`src/logic/ttcs_regs.vh`:
```
/*
 Constants for the transmit timing clock select block: register offsets,
 field positions and reset values. Assumes a 32-bit classic Wishbone slave
 with byte addresses.
*/
// Summary of operation
// Select 00: FIFO output on attenuated clock
// Select 01: FIFO output on reference; ref 11
// Select 1x: FIFO input clock, ref 00
// Reference select picks one of four clocks
// Reference 00 follows whatever feeds FIFO input
// Backplane output: reference recovered or external only
// Reset clears both select fields
// Bipolar line: reference must suit 24x clock
// Default mode references line clock to backplane
// Reference 10 loop-times to recovered clock
// Reference 11 ties line and backplane out
// Elastic store accepts plesiochronous backplane clock
// Select 1x: no attenuation, line equals backplane
// Select 01, ref 11: line equals reference
// Loopback sends received data, attenuated
// Bypass routes store input straight to output
// Loopback feeds recovered data to attenuator
`ifndef TTCS_REGS_VH
`define TTCS_REGS_VH

`define TTCS_CLK_HZ 50000000
`define TTCS_T1_RATE_KHZ 1544
`define TTCS_E1_RATE_KHZ 2048

`define TTCS_ADDR_W 4
`define TTCS_OFS_TIMING 4'h0
`define TTCS_OFS_CTRL 4'h4
`define TTCS_OFS_STATUS 4'h8

`define TTCS_TIM_OUTSEL_HI 5
`define TTCS_TIM_OUTSEL_LO 4
`define TTCS_TIM_REF_HI 3
`define TTCS_TIM_REF_LO 2
`define TTCS_TIM_BYP 0
`define TTCS_SEL_RST 2'h0
`define TTCS_BYP_RST 1'b1

`define TTCS_CTRL_LOOP 0
`define TTCS_CTRL_DIR 1
`define TTCS_CTRL_UNI 2

`define TTCS_OUT_ATTEN 2'h0
`define TTCS_OUT_REF 2'h1
`define TTCS_REF_FIFO_IN 2'h0
`define TTCS_REF_BACKPLANE 2'h1
`define TTCS_REF_RECOVERED 2'h2
`define TTCS_REF_EXTERNAL 2'h3

`endif

```
`src/logic/ttcs_top.v`:
```
/*
 Transmit timing clock select: picks the jitter attenuator FIFO output
 clock and PLL reference, routes loopback and elastic-store bypass paths,
 and holds the timing registers behind a classic Wishbone slave.
 Assumes the line-side clocks and data arrive asynchronously on pins and
 are far slower than clk_i, so sampled levels are an adequate model.
*/
`timescale 1ns/10ps
`include "ttcs_regs.vh"
module ttcs_top (
  input wire clk_i,
  input wire rst_i,
  input wire wb_cyc_i,
  input wire wb_stb_i,
  input wire wb_we_i,
  input wire [`TTCS_ADDR_W-1:0] wb_adr_i,
  input wire [3:0] wb_sel_i,
  input wire [31:0] wb_dat_i,
  output reg [31:0] wb_dat_o,
  output reg wb_ack_o,
  input wire backplane_tx_clock_i,
  input wire tx_ref_clock_in_i,
  input wire rx_recovered_clock_i,
  input wire atten_clock_i,
  input wire store_clock_i,
  input wire tx_data_i,
  input wire rx_data_i,
  input wire store_data_i,
  output reg tx_line_clock_out_o,
  output reg fifo_in_clock_o,
  output reg fifo_in_data_o,
  output reg pll_ref_clock_o,
  output reg backplane_ref_clock_o,
  output reg atten_bypass_o,
  output reg line_loopback_en_o,
  output reg tx_elastic_bypass_o
);

  ////////////////////////////////////////////////////////////////////////
  // Pin sampling

  wire [7:0] pins_sync;

  ttcs_sync #(
    .WIDTH(8)
  ) u_sync (
    .clk_i(clk_i),
    .rst_i(rst_i),
    .async_i({store_data_i, rx_data_i, tx_data_i, store_clock_i,
              atten_clock_i, rx_recovered_clock_i, tx_ref_clock_in_i,
              backplane_tx_clock_i}),
    .sync_o(pins_sync)
  );

  wire bp_clk = pins_sync[0];
  wire ref_clk = pins_sync[1];
  wire rec_clk = pins_sync[2];
  wire att_clk = pins_sync[3];
  wire st_clk = pins_sync[4];
  wire tx_dat = pins_sync[5];
  wire rx_dat = pins_sync[6];
  wire st_dat = pins_sync[7];

  ////////////////////////////////////////////////////////////////////////
  // Registers

  reg [1:0] fifo_out_clk_sel_reg;
  reg [1:0] pll_ref_sel_reg;
  reg tx_elastic_bypass_reg;
  reg line_loopback_en_reg;
  reg backplane_clock_dir_reg;
  reg tx_unipolar_sel_reg;

  wire bus_req = wb_cyc_i & wb_stb_i & ~wb_ack_o;
  wire bus_wr = bus_req & wb_we_i & wb_sel_i[0];
  wire hit_timing = (wb_adr_i == `TTCS_OFS_TIMING);
  wire hit_ctrl = (wb_adr_i == `TTCS_OFS_CTRL);
  wire hit_status = (wb_adr_i == `TTCS_OFS_STATUS);

  always @(posedge clk_i) begin
    if (rst_i) begin
      fifo_out_clk_sel_reg <= `TTCS_SEL_RST;
      pll_ref_sel_reg <= `TTCS_SEL_RST;
      tx_elastic_bypass_reg <= `TTCS_BYP_RST;
      line_loopback_en_reg <= 1'b0;
      backplane_clock_dir_reg <= 1'b1;
      tx_unipolar_sel_reg <= 1'b0;
    end else if (bus_wr && hit_timing) begin
      fifo_out_clk_sel_reg <= wb_dat_i[`TTCS_TIM_OUTSEL_HI:`TTCS_TIM_OUTSEL_LO];
      pll_ref_sel_reg <= wb_dat_i[`TTCS_TIM_REF_HI:`TTCS_TIM_REF_LO];
      tx_elastic_bypass_reg <= wb_dat_i[`TTCS_TIM_BYP];
    end else if (bus_wr && hit_ctrl) begin
      line_loopback_en_reg <= wb_dat_i[`TTCS_CTRL_LOOP];
      backplane_clock_dir_reg <= wb_dat_i[`TTCS_CTRL_DIR];
      tx_unipolar_sel_reg <= wb_dat_i[`TTCS_CTRL_UNI];
    end
  end

  ////////////////////////////////////////////////////////////////////////
  // Clock and data selection

  reg fifo_in_clk;
  reg fifo_in_dat;
  reg pll_ref;
  reg fifo_out_clk;
  reg atten_off;

  // Software-side mistakes are reported, not corrected, so the chosen
  // timing is never silently altered behind the driver's back.
  wire err_ref_sel01 = (fifo_out_clk_sel_reg == `TTCS_OUT_REF) &&
                       (pll_ref_sel_reg != `TTCS_REF_EXTERNAL);
  wire err_ref_sel1x = fifo_out_clk_sel_reg[1] &&
                       (pll_ref_sel_reg != `TTCS_REF_FIFO_IN);
  wire err_self_ref = ~backplane_clock_dir_reg &&
                      ~pll_ref_sel_reg[1];
  wire err_bipolar_ref = ~tx_unipolar_sel_reg &&
                         fifo_out_clk_sel_reg[1] &&
                         (pll_ref_sel_reg != `TTCS_REF_FIFO_IN);

  always @* begin
    fifo_in_clk = bp_clk;
    fifo_in_dat = tx_dat;
    if (line_loopback_en_reg) begin
      fifo_in_clk = rec_clk;
      fifo_in_dat = rx_dat;
    end else if (!tx_elastic_bypass_reg) begin
      fifo_in_clk = st_clk;
      fifo_in_dat = st_dat;
    end else begin
      fifo_in_clk = bp_clk;
      fifo_in_dat = tx_dat;
    end
    case (pll_ref_sel_reg)
      `TTCS_REF_FIFO_IN: pll_ref = fifo_in_clk;
      `TTCS_REF_BACKPLANE: pll_ref = bp_clk;
      `TTCS_REF_RECOVERED: pll_ref = rec_clk;
      default: pll_ref = ref_clk;
    endcase
    atten_off = 1'b0;
    if (fifo_out_clk_sel_reg[1]) begin
      fifo_out_clk = fifo_in_clk;
      atten_off = 1'b1;
    end else if (fifo_out_clk_sel_reg == `TTCS_OUT_REF) begin
      fifo_out_clk = ref_clk;
      atten_off = 1'b1;
    end else begin
      fifo_out_clk = att_clk;
    end
  end

  // Outputs are registered so that selection glitches never reach the pins
  always @(posedge clk_i) begin
    if (rst_i) begin
      tx_line_clock_out_o <= 1'b0;
      fifo_in_clock_o <= 1'b0;
      fifo_in_data_o <= 1'b0;
      pll_ref_clock_o <= 1'b0;
      backplane_ref_clock_o <= 1'b0;
      atten_bypass_o <= 1'b0;
      line_loopback_en_o <= 1'b0;
      tx_elastic_bypass_o <= `TTCS_BYP_RST;
    end else begin
      tx_line_clock_out_o <= fifo_out_clk;
      fifo_in_clock_o <= fifo_in_clk;
      fifo_in_data_o <= fifo_in_dat;
      pll_ref_clock_o <= pll_ref;
      backplane_ref_clock_o <= ~backplane_clock_dir_reg & pll_ref;
      atten_bypass_o <= atten_off;
      line_loopback_en_o <= line_loopback_en_reg;
      tx_elastic_bypass_o <= tx_elastic_bypass_reg;
    end
  end

  ////////////////////////////////////////////////////////////////////////
  // Bus read and acknowledge

  reg [31:0] rd_data;

  always @* begin
    rd_data = 32'h0000_0000;
    if (hit_timing) begin
      rd_data[`TTCS_TIM_OUTSEL_HI:`TTCS_TIM_OUTSEL_LO] = fifo_out_clk_sel_reg;
      rd_data[`TTCS_TIM_REF_HI:`TTCS_TIM_REF_LO] = pll_ref_sel_reg;
      rd_data[`TTCS_TIM_BYP] = tx_elastic_bypass_reg;
    end else if (hit_ctrl) begin
      rd_data[`TTCS_CTRL_LOOP] = line_loopback_en_reg;
      rd_data[`TTCS_CTRL_DIR] = backplane_clock_dir_reg;
      rd_data[`TTCS_CTRL_UNI] = tx_unipolar_sel_reg;
    end else if (hit_status) begin
      rd_data[0] = ~atten_off;
      rd_data[1] = err_ref_sel01;
      rd_data[2] = err_ref_sel1x;
      rd_data[3] = err_self_ref;
      rd_data[4] = err_bipolar_ref;
      rd_data[5] = tx_line_clock_out_o;
      rd_data[6] = pll_ref_clock_o;
    end
  end

  // Unmapped offsets read zero and drop writes, but are still acknowledged
  always @(posedge clk_i) begin
    if (rst_i) begin
      wb_ack_o <= 1'b0;
      wb_dat_o <= 32'h0000_0000;
    end else begin
      wb_ack_o <= bus_req;
      if (bus_req) begin
        wb_dat_o <= rd_data;
      end
    end
  end

endmodule // ttcs_top

```
`src/logic/ttcs_sync.v`:
```
/*
 Two flip-flop synchroniser for a bundle of asynchronous levels.
 Assumes each bit is an independent level; no bus coherence is given.
*/
`timescale 1ns/10ps
module ttcs_sync #(
  parameter WIDTH = 1
) (
  input wire clk_i,
  input wire rst_i,
  input wire [WIDTH-1:0] async_i,
  output reg [WIDTH-1:0] sync_o
);
  reg [WIDTH-1:0] meta_reg;

  // The first stage feeds the second stage only
  always @(posedge clk_i) begin
    if (rst_i) begin
      meta_reg <= {WIDTH{1'b0}};
      sync_o <= {WIDTH{1'b0}};
    end else begin
      meta_reg <= async_i;
      sync_o <= meta_reg;
    end
  end
endmodule // ttcs_sync

```
`config.mk`:
```
export PLATFORM = sky130hd
export DESIGN_NAME = ttcs_top
export DESIGN_NICKNAME = d
export VERILOG_FILES = /design/src/logic/ttcs_top.v /design/src/logic/ttcs_sync.v
export VERILOG_INCLUDE_DIRS = /design/src /design/src/logic
export SDC_FILE = /design/constraint.sdc
export NUM_CORES = 1
export LEC_CHECK = 0
export BUFFER_PORTS_ARGS = -buffer_cell sky130_fd_sc_hd__buf_2
export CAP_MARGIN = 20
export CORE_MARGIN = 5
export CORE_UTILIZATION = 39
export DETAILED_ROUTE_END_ITERATION = 8
export GPL_TIMING_DRIVEN = 0
export HOLD_SLACK_MARGIN = 0.03
export PLACE_DENSITY_LB_ADDON = 0.25
export SKIP_CTS_REPAIR_TIMING = 1
export SYNTH_ARGS = -nofsm -noshare
export SYNTH_HDL_FRONTEND = slang
export SYNTH_SLANG_ARGS = --single-unit
export TNS_END_PERCENT = 100
```
`constraint.sdc`:
```
create_clock -name clk_i -period 1.35 [get_ports clk_i]
set_input_delay 0.135 -clock clk_i [delete_from_list [all_inputs] [get_ports clk_i]]
set_output_delay 0.135 -clock clk_i [all_outputs]
set_load 0.01 [all_outputs]
```
==> flow_summary.toml, run 1 <==
[min_path]
holdPathEnd = "u_sync.meta_reg[4]"
hp-start = "store_clock_i"
min_path_cells = 2
hold_class = "in2reg"

[cts]
clock_path_buffers = 2
tritoncts = "done"
clk_pin_slew_ns = 0.08
clk_latency_ns = 0.29
cts_buffers = 5
clock-root-buffer = "clkbuf_8"
cts_sinks = 40
htreeDepth = 2

[global_route]
grt_pass1_wl_um = 5140
grt_usage_pct = 11.85
grt_overflow = 0
grt_start_max_net_pins = 14
antenna_found_initial = 0
grt_pass1_vias = 1159

[placed_design]
io_buffer_count = 39
dpl.hpwl_um = 2587
gp_congestion = 0.7423

[drt]
drtIter0Drc = 80
via_per_inst = 4.355
wl_per_cell_um = 11.44
remaining_drc_errors = 0
wirelength_um = 3385
dr.pass1.iters = 4
postRouteAntennaNets = 0
vias = 1289

[layout]
final_common_cell = "dfxtp_1"
final_nets = 296
diodes = 0
syn_to_final_growth_pct = 30.15
utilization_pct = 51.31
post_route_cells_drive_above_1_share_pct = 36.07
layout.cells.most_common_list = "dfxtp_1 (40), buf_2 (39), buf_4 (29), conb_1 (25), nor2b_1 (20)"

[worst_setup_path]
rr_endpoint = "line_loopback_en_reg"
r2r_start = "wb_ack_o"
arrival_ns = 1.48
required_ns = 1.53
worst_setup_path_end_kind = "register"
rrSetupSlack_ns = 0.05
reg2regPathDepth = 4
startpoint_type = "register"
cp_max_fo = 4
setup.worst_path.class = "reg2reg"

[yosys]
synth_edf_count = 0
ys_dominant_reg_cell = "dfxtp_1"
yosys_warnings = 0
avgSynthCellArea_um2 = 9.958
synth_area_mm2 = 0.001693
yosysSeqAreaShare_pct = 47.30
ys_ff_latch = 40
synth-async-reset-ratio_pct = 0
synth.distinct_cells = 38
synth_cells = 170

[sta]
fmax_ghz = 0.7684
hold_viol = 0
holdWs_ns = 0.05111
relSlewSlack_pct = 53.68
fin_worst_skew_ns = 0.004234
worstMarginPinSlew_ns = 0.6929
setup-violations-final = 0
period_share_pct = 96.40
drv_slew = 0
min_period_ns = 1.301
rsz0062_at_grt = "no"

[power_and_ir_drop]
leakage_nw = 1.009
powerDensity_mw_per_mm2 = 1131
peakVddDrop_mv = 0.5488

[floorplan]
die_x_um = 75.89
chipHeight_um = 75.89
placementRows = 24
core_mm2 = 0.004294
design.die.area_mm2 = 0.005759
start_util_pct = 39.42
io_pins = 94

[job]
max_cap_violations = 0

[run_status]
status = "finished, final reports clean"
==> cell families after synthesis <==
| logic type | synth area share [%] |
|---|---|
| AO/OA/AOI/OAI | 10.86 |
| flip-flops | 47.30 |
| AND/OR/NAND/NOR | 22.91 |
| multiplexers | 5.543 |
| other | 0.2215 |
| buffers and inverters | 13.16 |
==> worst max path at each step <==
stage / start / endpoint / slack (ns) / cells after the start
floorplan: wb_ack_o / line_loopback_en_reg / 0.005 / 4
global placement: wb_adr_i[2] / pll_ref_sel_reg[1] / -0.08 / 5
detailed placement: wb_adr_i[2] / wb_dat_o[5] / -0.11 / 4
CTS: wb_ack_o / line_loopback_en_reg / -0.05 / 4
global route: wb_ack_o / line_loopback_en_reg / 0.002 / 4
finish: wb_ack_o / line_loopback_en_reg / 0.05 / 4
==> worst max-delay path: stages, from the launching register on <==
cell and delay (ns):
dfxtp_1 0.33, and3b_1 0.22, buf_6 0.10, and4_4 0.22, mux2_2 0.33
==> stage by stage <==
step | area, um^2 | setup TNS, ns | std cells | power (mW) | worst slack, ns
finish | 2203 | 0 | 296 | 2.493 | 0.04854
CTS | 2168 | -0.05693 | 293 | 2.508 | -0.04995
floorplan | 1787 | 0 | 194 | 1.427 | 0.005395
global route | 2203 | 0 | 296 | 2.601 | 0.002059
global placement | 2047 | -0.5076 | 285 | 1.499 | -0.07895
detailed placement | 2047 | -0.7817 | 285 | 1.501 | -0.1107
==> where the power goes <==
| part | switching, mW | internal [mW] | total, mW |
|---|---|---|---|
| Clock | 0.407 | 0.604 | 1.01 |
| Combinational | 0.130 | 0.128 | 0.258 |
| Sequential | 0.0113 | 1.21 | 1.22 |
==> metal layers <==
metal / track usage [%] / part of all wire [%]
met1: 14.29 / 44
met2: 19.58 / 47
met3: 3.694 / 6.5
met4: 4.660 / 1.7
met5: 0 / 0
==> layout make-up <==
cell class                      count  area (um^2)
Clock inverter                      2        38.79
Sequential cell                    40        800.8
Multi-Input combinational cell    122        765.7
Tap cell                           52        65.06
Fill cell                         424         2091
Buffer                             31        225.2
Clock buffer                        6        82.58
Timing Repair Buffer               43        225.2
==> synth_stat cells (3+ instances only) <==
library cell | n | area [um^2]
a211oi_1 | 4 | 30.03
nor3_1 | 4 | 20.02
o31ai_1 | 3 | 22.52
dfxtp_1 | 40 | 800.8
nand2b_1 | 3 | 18.77
clkbuf_1 | 5 | 18.77
mux2_2 | 3 | 33.78
nor2b_1 | 20 | 125.1
a21oi_1 | 6 | 30.03
buf_4 | 25 | 187.7
nor2_1 | 13 | 48.80
nand2_1 | 3 | 11.26
nand4_1 | 3 | 18.77
mux2i_1 | 6 | 60.06
Note: power is estimated with default switching activity, not from simulation.
==> inputs of run 2 (changes only) <==
ABC_AREA = 1   (was not set)
CORE_UTILIZATION = 40   (was 39)
SLEW_MARGIN = 20   (was not set)
==> run 2 against run 1 <==
Against the previous run:
- maximum frequency up 9.7%
- sequential share of layout area down 0.59 points
- clock skew up 0.0031 ns
- critical path type unchanged
- via count up 15%
- power down 6.7%
==> flow_summary.toml, run 2 <==
[cts]
tritoncts = "done"
htreeDepth = 2
cts_buffers = 5
cts_sinks = 40
clk_latency_ns = 0.29
clk_pin_slew_ns = 0.08
clock_path_buffers = 2
clock-root-buffer = "clkbuf_8"

[layout]
post_route_cells_drive_above_1_share_pct = 28.01
final_nets = 359
fillers = 442
diodes = 0
syn_to_final_growth_pct = 25.35
layout.cells.most_common_list = "nor2_1 (45), buf_2 (40), dfxtp_1 (40), nand2_1 (35), inv_1 (32)"
register_area_um2 = 800.8
final_common_cell = "nor2_1"
utilization_pct = 51.44
final_cells = 359
multi_input_area_um2 = 733.2

[power_and_ir_drop]
clock_power_share_pct = 35.5
swShare_pct = 24.78
power_frac_comb_pct = 11.7
seqPwrFrac_pct = 52.8
total_power_mw = 2.327
p_sw_uw = 576.7
peakVddDrop_mv = 0.5896
powerDensity_mw_per_mm2 = 1039
intPower_mw = 1.751
leakage_nw = 1.190

[yosys]
synth_area_mm2 = 0.001787
ys_top_cells_by_area = "dfxtp_1 (45%), buf_4 (11%), nor2_1 (9.5%), nand2_1 (7.4%), inv_1 (6.7%)"
synth_edf_count = 0
synth.distinct_cells = 27
synth-async-reset-ratio_pct = 0
avgSynthCellArea_um2 = 7.571
yosysTopAreaCell = "dfxtp_1"
yosys-top-cells-count = "nor2_1 (45), dfxtp_1 (40), nand2_1 (35)"
yosys_warnings = 0
yosysSeqAreaShare_pct = 44.82
ys_ff_latch = 40
synth_top_area_share_pct = 44.82
ys_dominant_reg_cell = "dfxtp_1"
synth_cells = 236
synth.most_common_cell = "nor2_1"

[placed_design]
io_buffer_count = 38
placed_cells = 350
dpl.hpwl_um = 2810
dp_slack_ns = 0.1658
gp_congestion = 0.8292

[floorplan]
start_util_pct = 41.03
design.die.area_mm2 = 0.005904
die_x_um = 76.84
core_mm2 = 0.004354
io_pins = 94
placementRows = 24
chipHeight_um = 76.84

[global_route]
grt_pass1_vias = 1432
antenna_found_initial = 0
grt_usage_pct = 12.84
grt_start_max_net_pins = 14
grt_overflow = 0
grt_pass1_wl_um = 6237

[drt]
remaining_drc_errors = 0
vias = 1481
postRouteAntennaNets = 0
dr.pass1.iters = 5
via_per_inst = 4.125
wl_per_cell_um = 9.958
drtIter0Drc = 38
wirelength_um = 3575

[sta]
min_period_ns = 1.186
fin_worst_skew_ns = 0.007383
hold_viol = 0
setup_tns_ns = 0
fmax_ghz = 0.8430
drv_slew = 0
setup-violations-final = 0
period_share_pct = 87.87
fin_ws_ns = 0.1638
rsz0062_at_grt = "no"

[run_status]
status = "finished, final reports clean"

[job]
max_cap_violations = 0

[worst_setup_path]
cp_max_fo = 5
worst_setup_path_end_kind = "register"
startpoint_type = "register"
arrival_ns = 1.38
setup.worst_path.class = "reg2reg"
required_ns = 1.54

[min_path]
hold_class = "in2reg"
run 2: cell types whose count changed in the layout (fill, tap and decap cells not counted), sizes merged, moves of 4 or more:
cell / delta
inv: +34
a211oi: -4
o21ai: +10
nor2b: -20
nand3: +15
nand2: +34
nor2: +36
buf: -5
mux2i: -6
nor3: -4
run 2: critical path, cell delays in order (launching register included):
cell     delay [ns]
dfxtp_1        0.38
inv_1          0.11
or2_1          0.23
and2_1         0.16
inv_1          0.06
nor2_1         0.05
nand2_1        0.06
nand2_1        0.04
run 2: logic make-up after synthesis:
group | Yosys count | synth area share [%]
AO/OA/AOI/OAI | 21 | 6.162
flip-flops | 40 | 44.82
AND/OR/NAND/NOR | 109 | 29.62
other | 1 | 0.2099
buffers and inverters | 65 | 19.19
run 2: layer usage:
layer  global-route usage (%)  vias to the layer above  routed length (um)
li1                         -                      810                   -
met1                    14.76                      610                1555
met2                    21.31                       54                1656
met3                    4.215                        7                 283
met4                    6.119                        0                  80
met5                        0                        -                   0
run 2: area by class of cell:
class | count | share of cell area [%]
multi-input combinational | 155 | 32.74
timing repair buffer | 39 | 8.939
sequential | 40 | 35.75
clock inverter | 2 | 0.6704
inverter | 36 | 6.145
buffer | 29 | 9.162
clock buffer | 6 | 3.687
tap | 52 | 2.905
run 2: through the flow:
step,hold WS [ns],instance area [um^2]
2_1_floorplan,0.2420,1877
3_3_place_gp,0.3368,2132
3_5_place_dp,0.3404,2132
4_1_cts,0.02989,2230
5_1_grt,0.03519,2240
6_report,0.04013,2240
run 2: final timing paths:
| kind | startpoint | to | slack, ns | depth (start not counted) |
|---|---|---|---|---|
| setup reg to reg | line_loopback_en_reg | tx_line_clock_out_o | 0.16 | 7 |
| hold / removal | tx_data_i | u_sync.meta_reg[5] | 0.04 | 3 |
| hold reg to reg | u_sync.meta_reg[3] | u_sync.sync_o[3] | 0.40 | 2 |
| setup / recovery | line_loopback_en_reg | tx_line_clock_out_o | 0.16 | 7 |
run 2: power by group through the flow:
stage | clock network [mW] | registers, mW | logic [mW]
2_1_floorplan | 0 | 1.26 | 0.185
3_3_place_gp | 0 | 1.26 | 0.266
3_5_place_dp | 0 | 1.26 | 0.267
4_1_cts | 0.858 | 1.23 | 0.268
5_1_grt | 0.909 | 1.23 | 0.307
6_report | 0.826 | 1.23 | 0.272
==> inputs of run 3 (changes only) <==
SYNTH_HIERARCHICAL = 1   (was not set)
==> run 3 against run 2 <==
Against the previous run:
- hold slack lost 0.0090 ns
- global-route usage down 1.0 points
- utilization increased by 0.79 points
- via count shrank 2.2%
- clock skew is 0.0019 ns lower
- cell area rose by 0.84%
- routed wire length fell by 6.2%
- synthesized area down 0.28%
- clock power up 22%
- die area shrank 0.25%
- synthesized cell count is 0.42% higher
- highest routed layer unchanged
==> flow_summary.toml, run 3 <==
[placed_design]
dpl.hpwl_um = 2638
placed_cells = 351
gp_congestion = 0.7821
io_buffer_count = 38
post_dp_cell_area_mm2 = 0.002127

[yosys]
synth_cells = 237
synth_edf_count = 0
synth.distinct_cells = 27
avgSynthCellArea_um2 = 7.518
ys_dominant_reg_cell = "dfxtp_1"
yosysTopAreaCell = "dfxtp_1"
ys_top_cells_by_area = "dfxtp_1 (45%), buf_4 (11%), nand2_1 (9.3%), nor2_1 (9.3%), inv_1 (7.0%)"
synth_area_mm2 = 0.001782
synth-async-reset-ratio_pct = 0
yosys-top-cells-count = "nand2_1 (44), nor2_1 (44), dfxtp_1 (40)"
synth_top_area_share_pct = 44.94
yosysSeqAreaShare_pct = 44.94
yosys_warnings = 6
ys_ff_latch = 40

[worst_setup_path]
reg2regPathDepth = 6
startpoint_type = "register"
required_ns = 1.54
setup.worst_path.class = "reg2reg"
arrival_ns = 1.35
r2r_start = "line_loopback_en_reg"
rr_endpoint = "backplane_ref_clock_o"
rrSetupSlack_ns = 0.19
cp_max_fo = 6
worst_setup_path_end_kind = "register"

[global_route]
antenna_found_initial = 0
grt_pass1_wl_um = 5623
grt_usage_pct = 11.84
grt_start_max_net_pins = 14
grt_overflow = 0
grt_pass1_vias = 1333

[layout]
post_route_cells_drive_above_1_share_pct = 30.19
final_area_mm2 = 0.002258
register_area_um2 = 800.8
syn_to_final_growth_pct = 26.76
fillers = 444
final_nets = 360
diodes = 0
final_cells = 360
utilization_pct = 52.23
multi_input_area_um2 = 693.2
layout.cells.most_common_list = "nand2_1 (44), nor2_1 (44), buf_2 (40), dfxtp_1 (40), inv_1 (33)"

[floorplan]
io_pins = 94
chipHeight_um = 76.74
placementRows = 24
die_x_um = 76.74
core_mm2 = 0.004324
start_util_pct = 41.20
design.die.area_mm2 = 0.005889

[cts]
htreeDepth = 2
clk_latency_ns = 0.30
clock-root-buffer = "clkbuf_8"
cts_buffers = 5
clock_path_buffers = 2
clk_pin_slew_ns = 0.08
tritoncts = "done"
cts_sinks = 40

[power_and_ir_drop]
powerDensity_mw_per_mm2 = 1118
peakVddDrop_mv = 0.6149
leakage_nw = 1.228
total_power_mw = 2.525

[sta]
setup-violations-final = 0
setup_tns_ns = 0
drv_slew = 0
fmax_ghz = 0.8644
period_share_pct = 85.69
rsz0062_at_grt = "no"
fin_worst_skew_ns = 0.005446
min_period_ns = 1.157
hold_viol = 0

[min_path]
min_path_cells = 3
hp-start = "tx_data_i"
holdPathEnd = "u_sync/meta_reg[5]"
hold_class = "in2reg"

[drt]
dr.pass1.iters = 4
remaining_drc_errors = 0
via_per_inst = 4.022
wl_per_cell_um = 9.314
vias = 1448
drtIter0Drc = 65
postRouteAntennaNets = 0
wirelength_um = 3353

[job]
max_cap_violations = 0

[run_status]
status = "finished, final reports clean"
run 3: changes by cell type in the layout (fill, tap and decap cells not counted), moves of 4 or more:
cell	delta
a21oi_1	-5
nand3_1	-5
nor2_2	+4
o21ai_1	-4
nand2_1	+9
run 3: final cells by class:
cell class,instances,area share (%)
sequential,40,35.46
multi-input combinational,155,30.69
buffer,30,10.53
timing repair buffer,39,8.864
inverter,36,6.205
clock buffer,6,3.657
tap,52,2.881
clock inverter,2,1.717
run 3: per-layer routing:
metal / GRT usage, % / routed length, um / up-vias
met5: 0 / 0 / -
met3: 4.450 / 262 / 7
met1: 13.02 / 1391 / 605
met4: 5.769 / 66 / 0
met2: 19.86 / 1633 / 37
li1: - / - / 799
run 3: how the worst max path moves through the flow:
| stage | start | to | slack, ns |
|---|---|---|---|
| floorplan | wb_ack_o | line_loopback_en_reg | 0.32 |
| global route | line_loopback_en_reg | backplane_ref_clock_o | 0.10 |
| finish | line_loopback_en_reg | backplane_ref_clock_o | 0.19 |
| CTS | line_loopback_en_reg | backplane_ref_clock_o | 0.18 |
| detailed placement | line_loopback_en_reg | backplane_ref_clock_o | 0.19 |
| global placement | line_loopback_en_reg | backplane_ref_clock_o | 0.19 |
run 3: kinds of logic (layout without fill, tap and decap cells):
family / Yosys count / count (layout) / share of synthesized area (%)
AO/OA/AOI/OAI: 17 / 17 / 5.688
flip-flops: 40 / 40 / 44.94
other: 1 / 25 / 0.2105
buffers and inverters: 66 / 113 / 21.21
AND/OR/NAND/NOR: 113 / 113 / 27.95
run 3: critical path: stages, from the launching register on:
cell and delay (ns):
dfxtp_1 0.34, inv_1 0.12, or2_2 0.32, nand3_1 0.09
nand2_1 0.05, nand2_1 0.09, nor2_1 0.05
run 3: metrics by stage:
stage	setup slack (ns)	hold slack (ns)
2_1_floorplan	0.3172	0.2420
3_3_place_gp	0.1923	0.3328
3_5_place_dp	0.1945	0.3362
4_1_cts	0.1800	0.01513
5_1_grt	0.1042	0.03339
6_report	0.1932	0.03113
run 3: power by group:
group	leakage, nW	switching [mW]	internal, mW	total (mW)
logic	0.839	0.147	0.131	0.278
clock network	0.0614	0.411	0.604	1.01
registers	0.327	0.0143	1.22	1.23
total	1.23	0.571	1.95	2.52
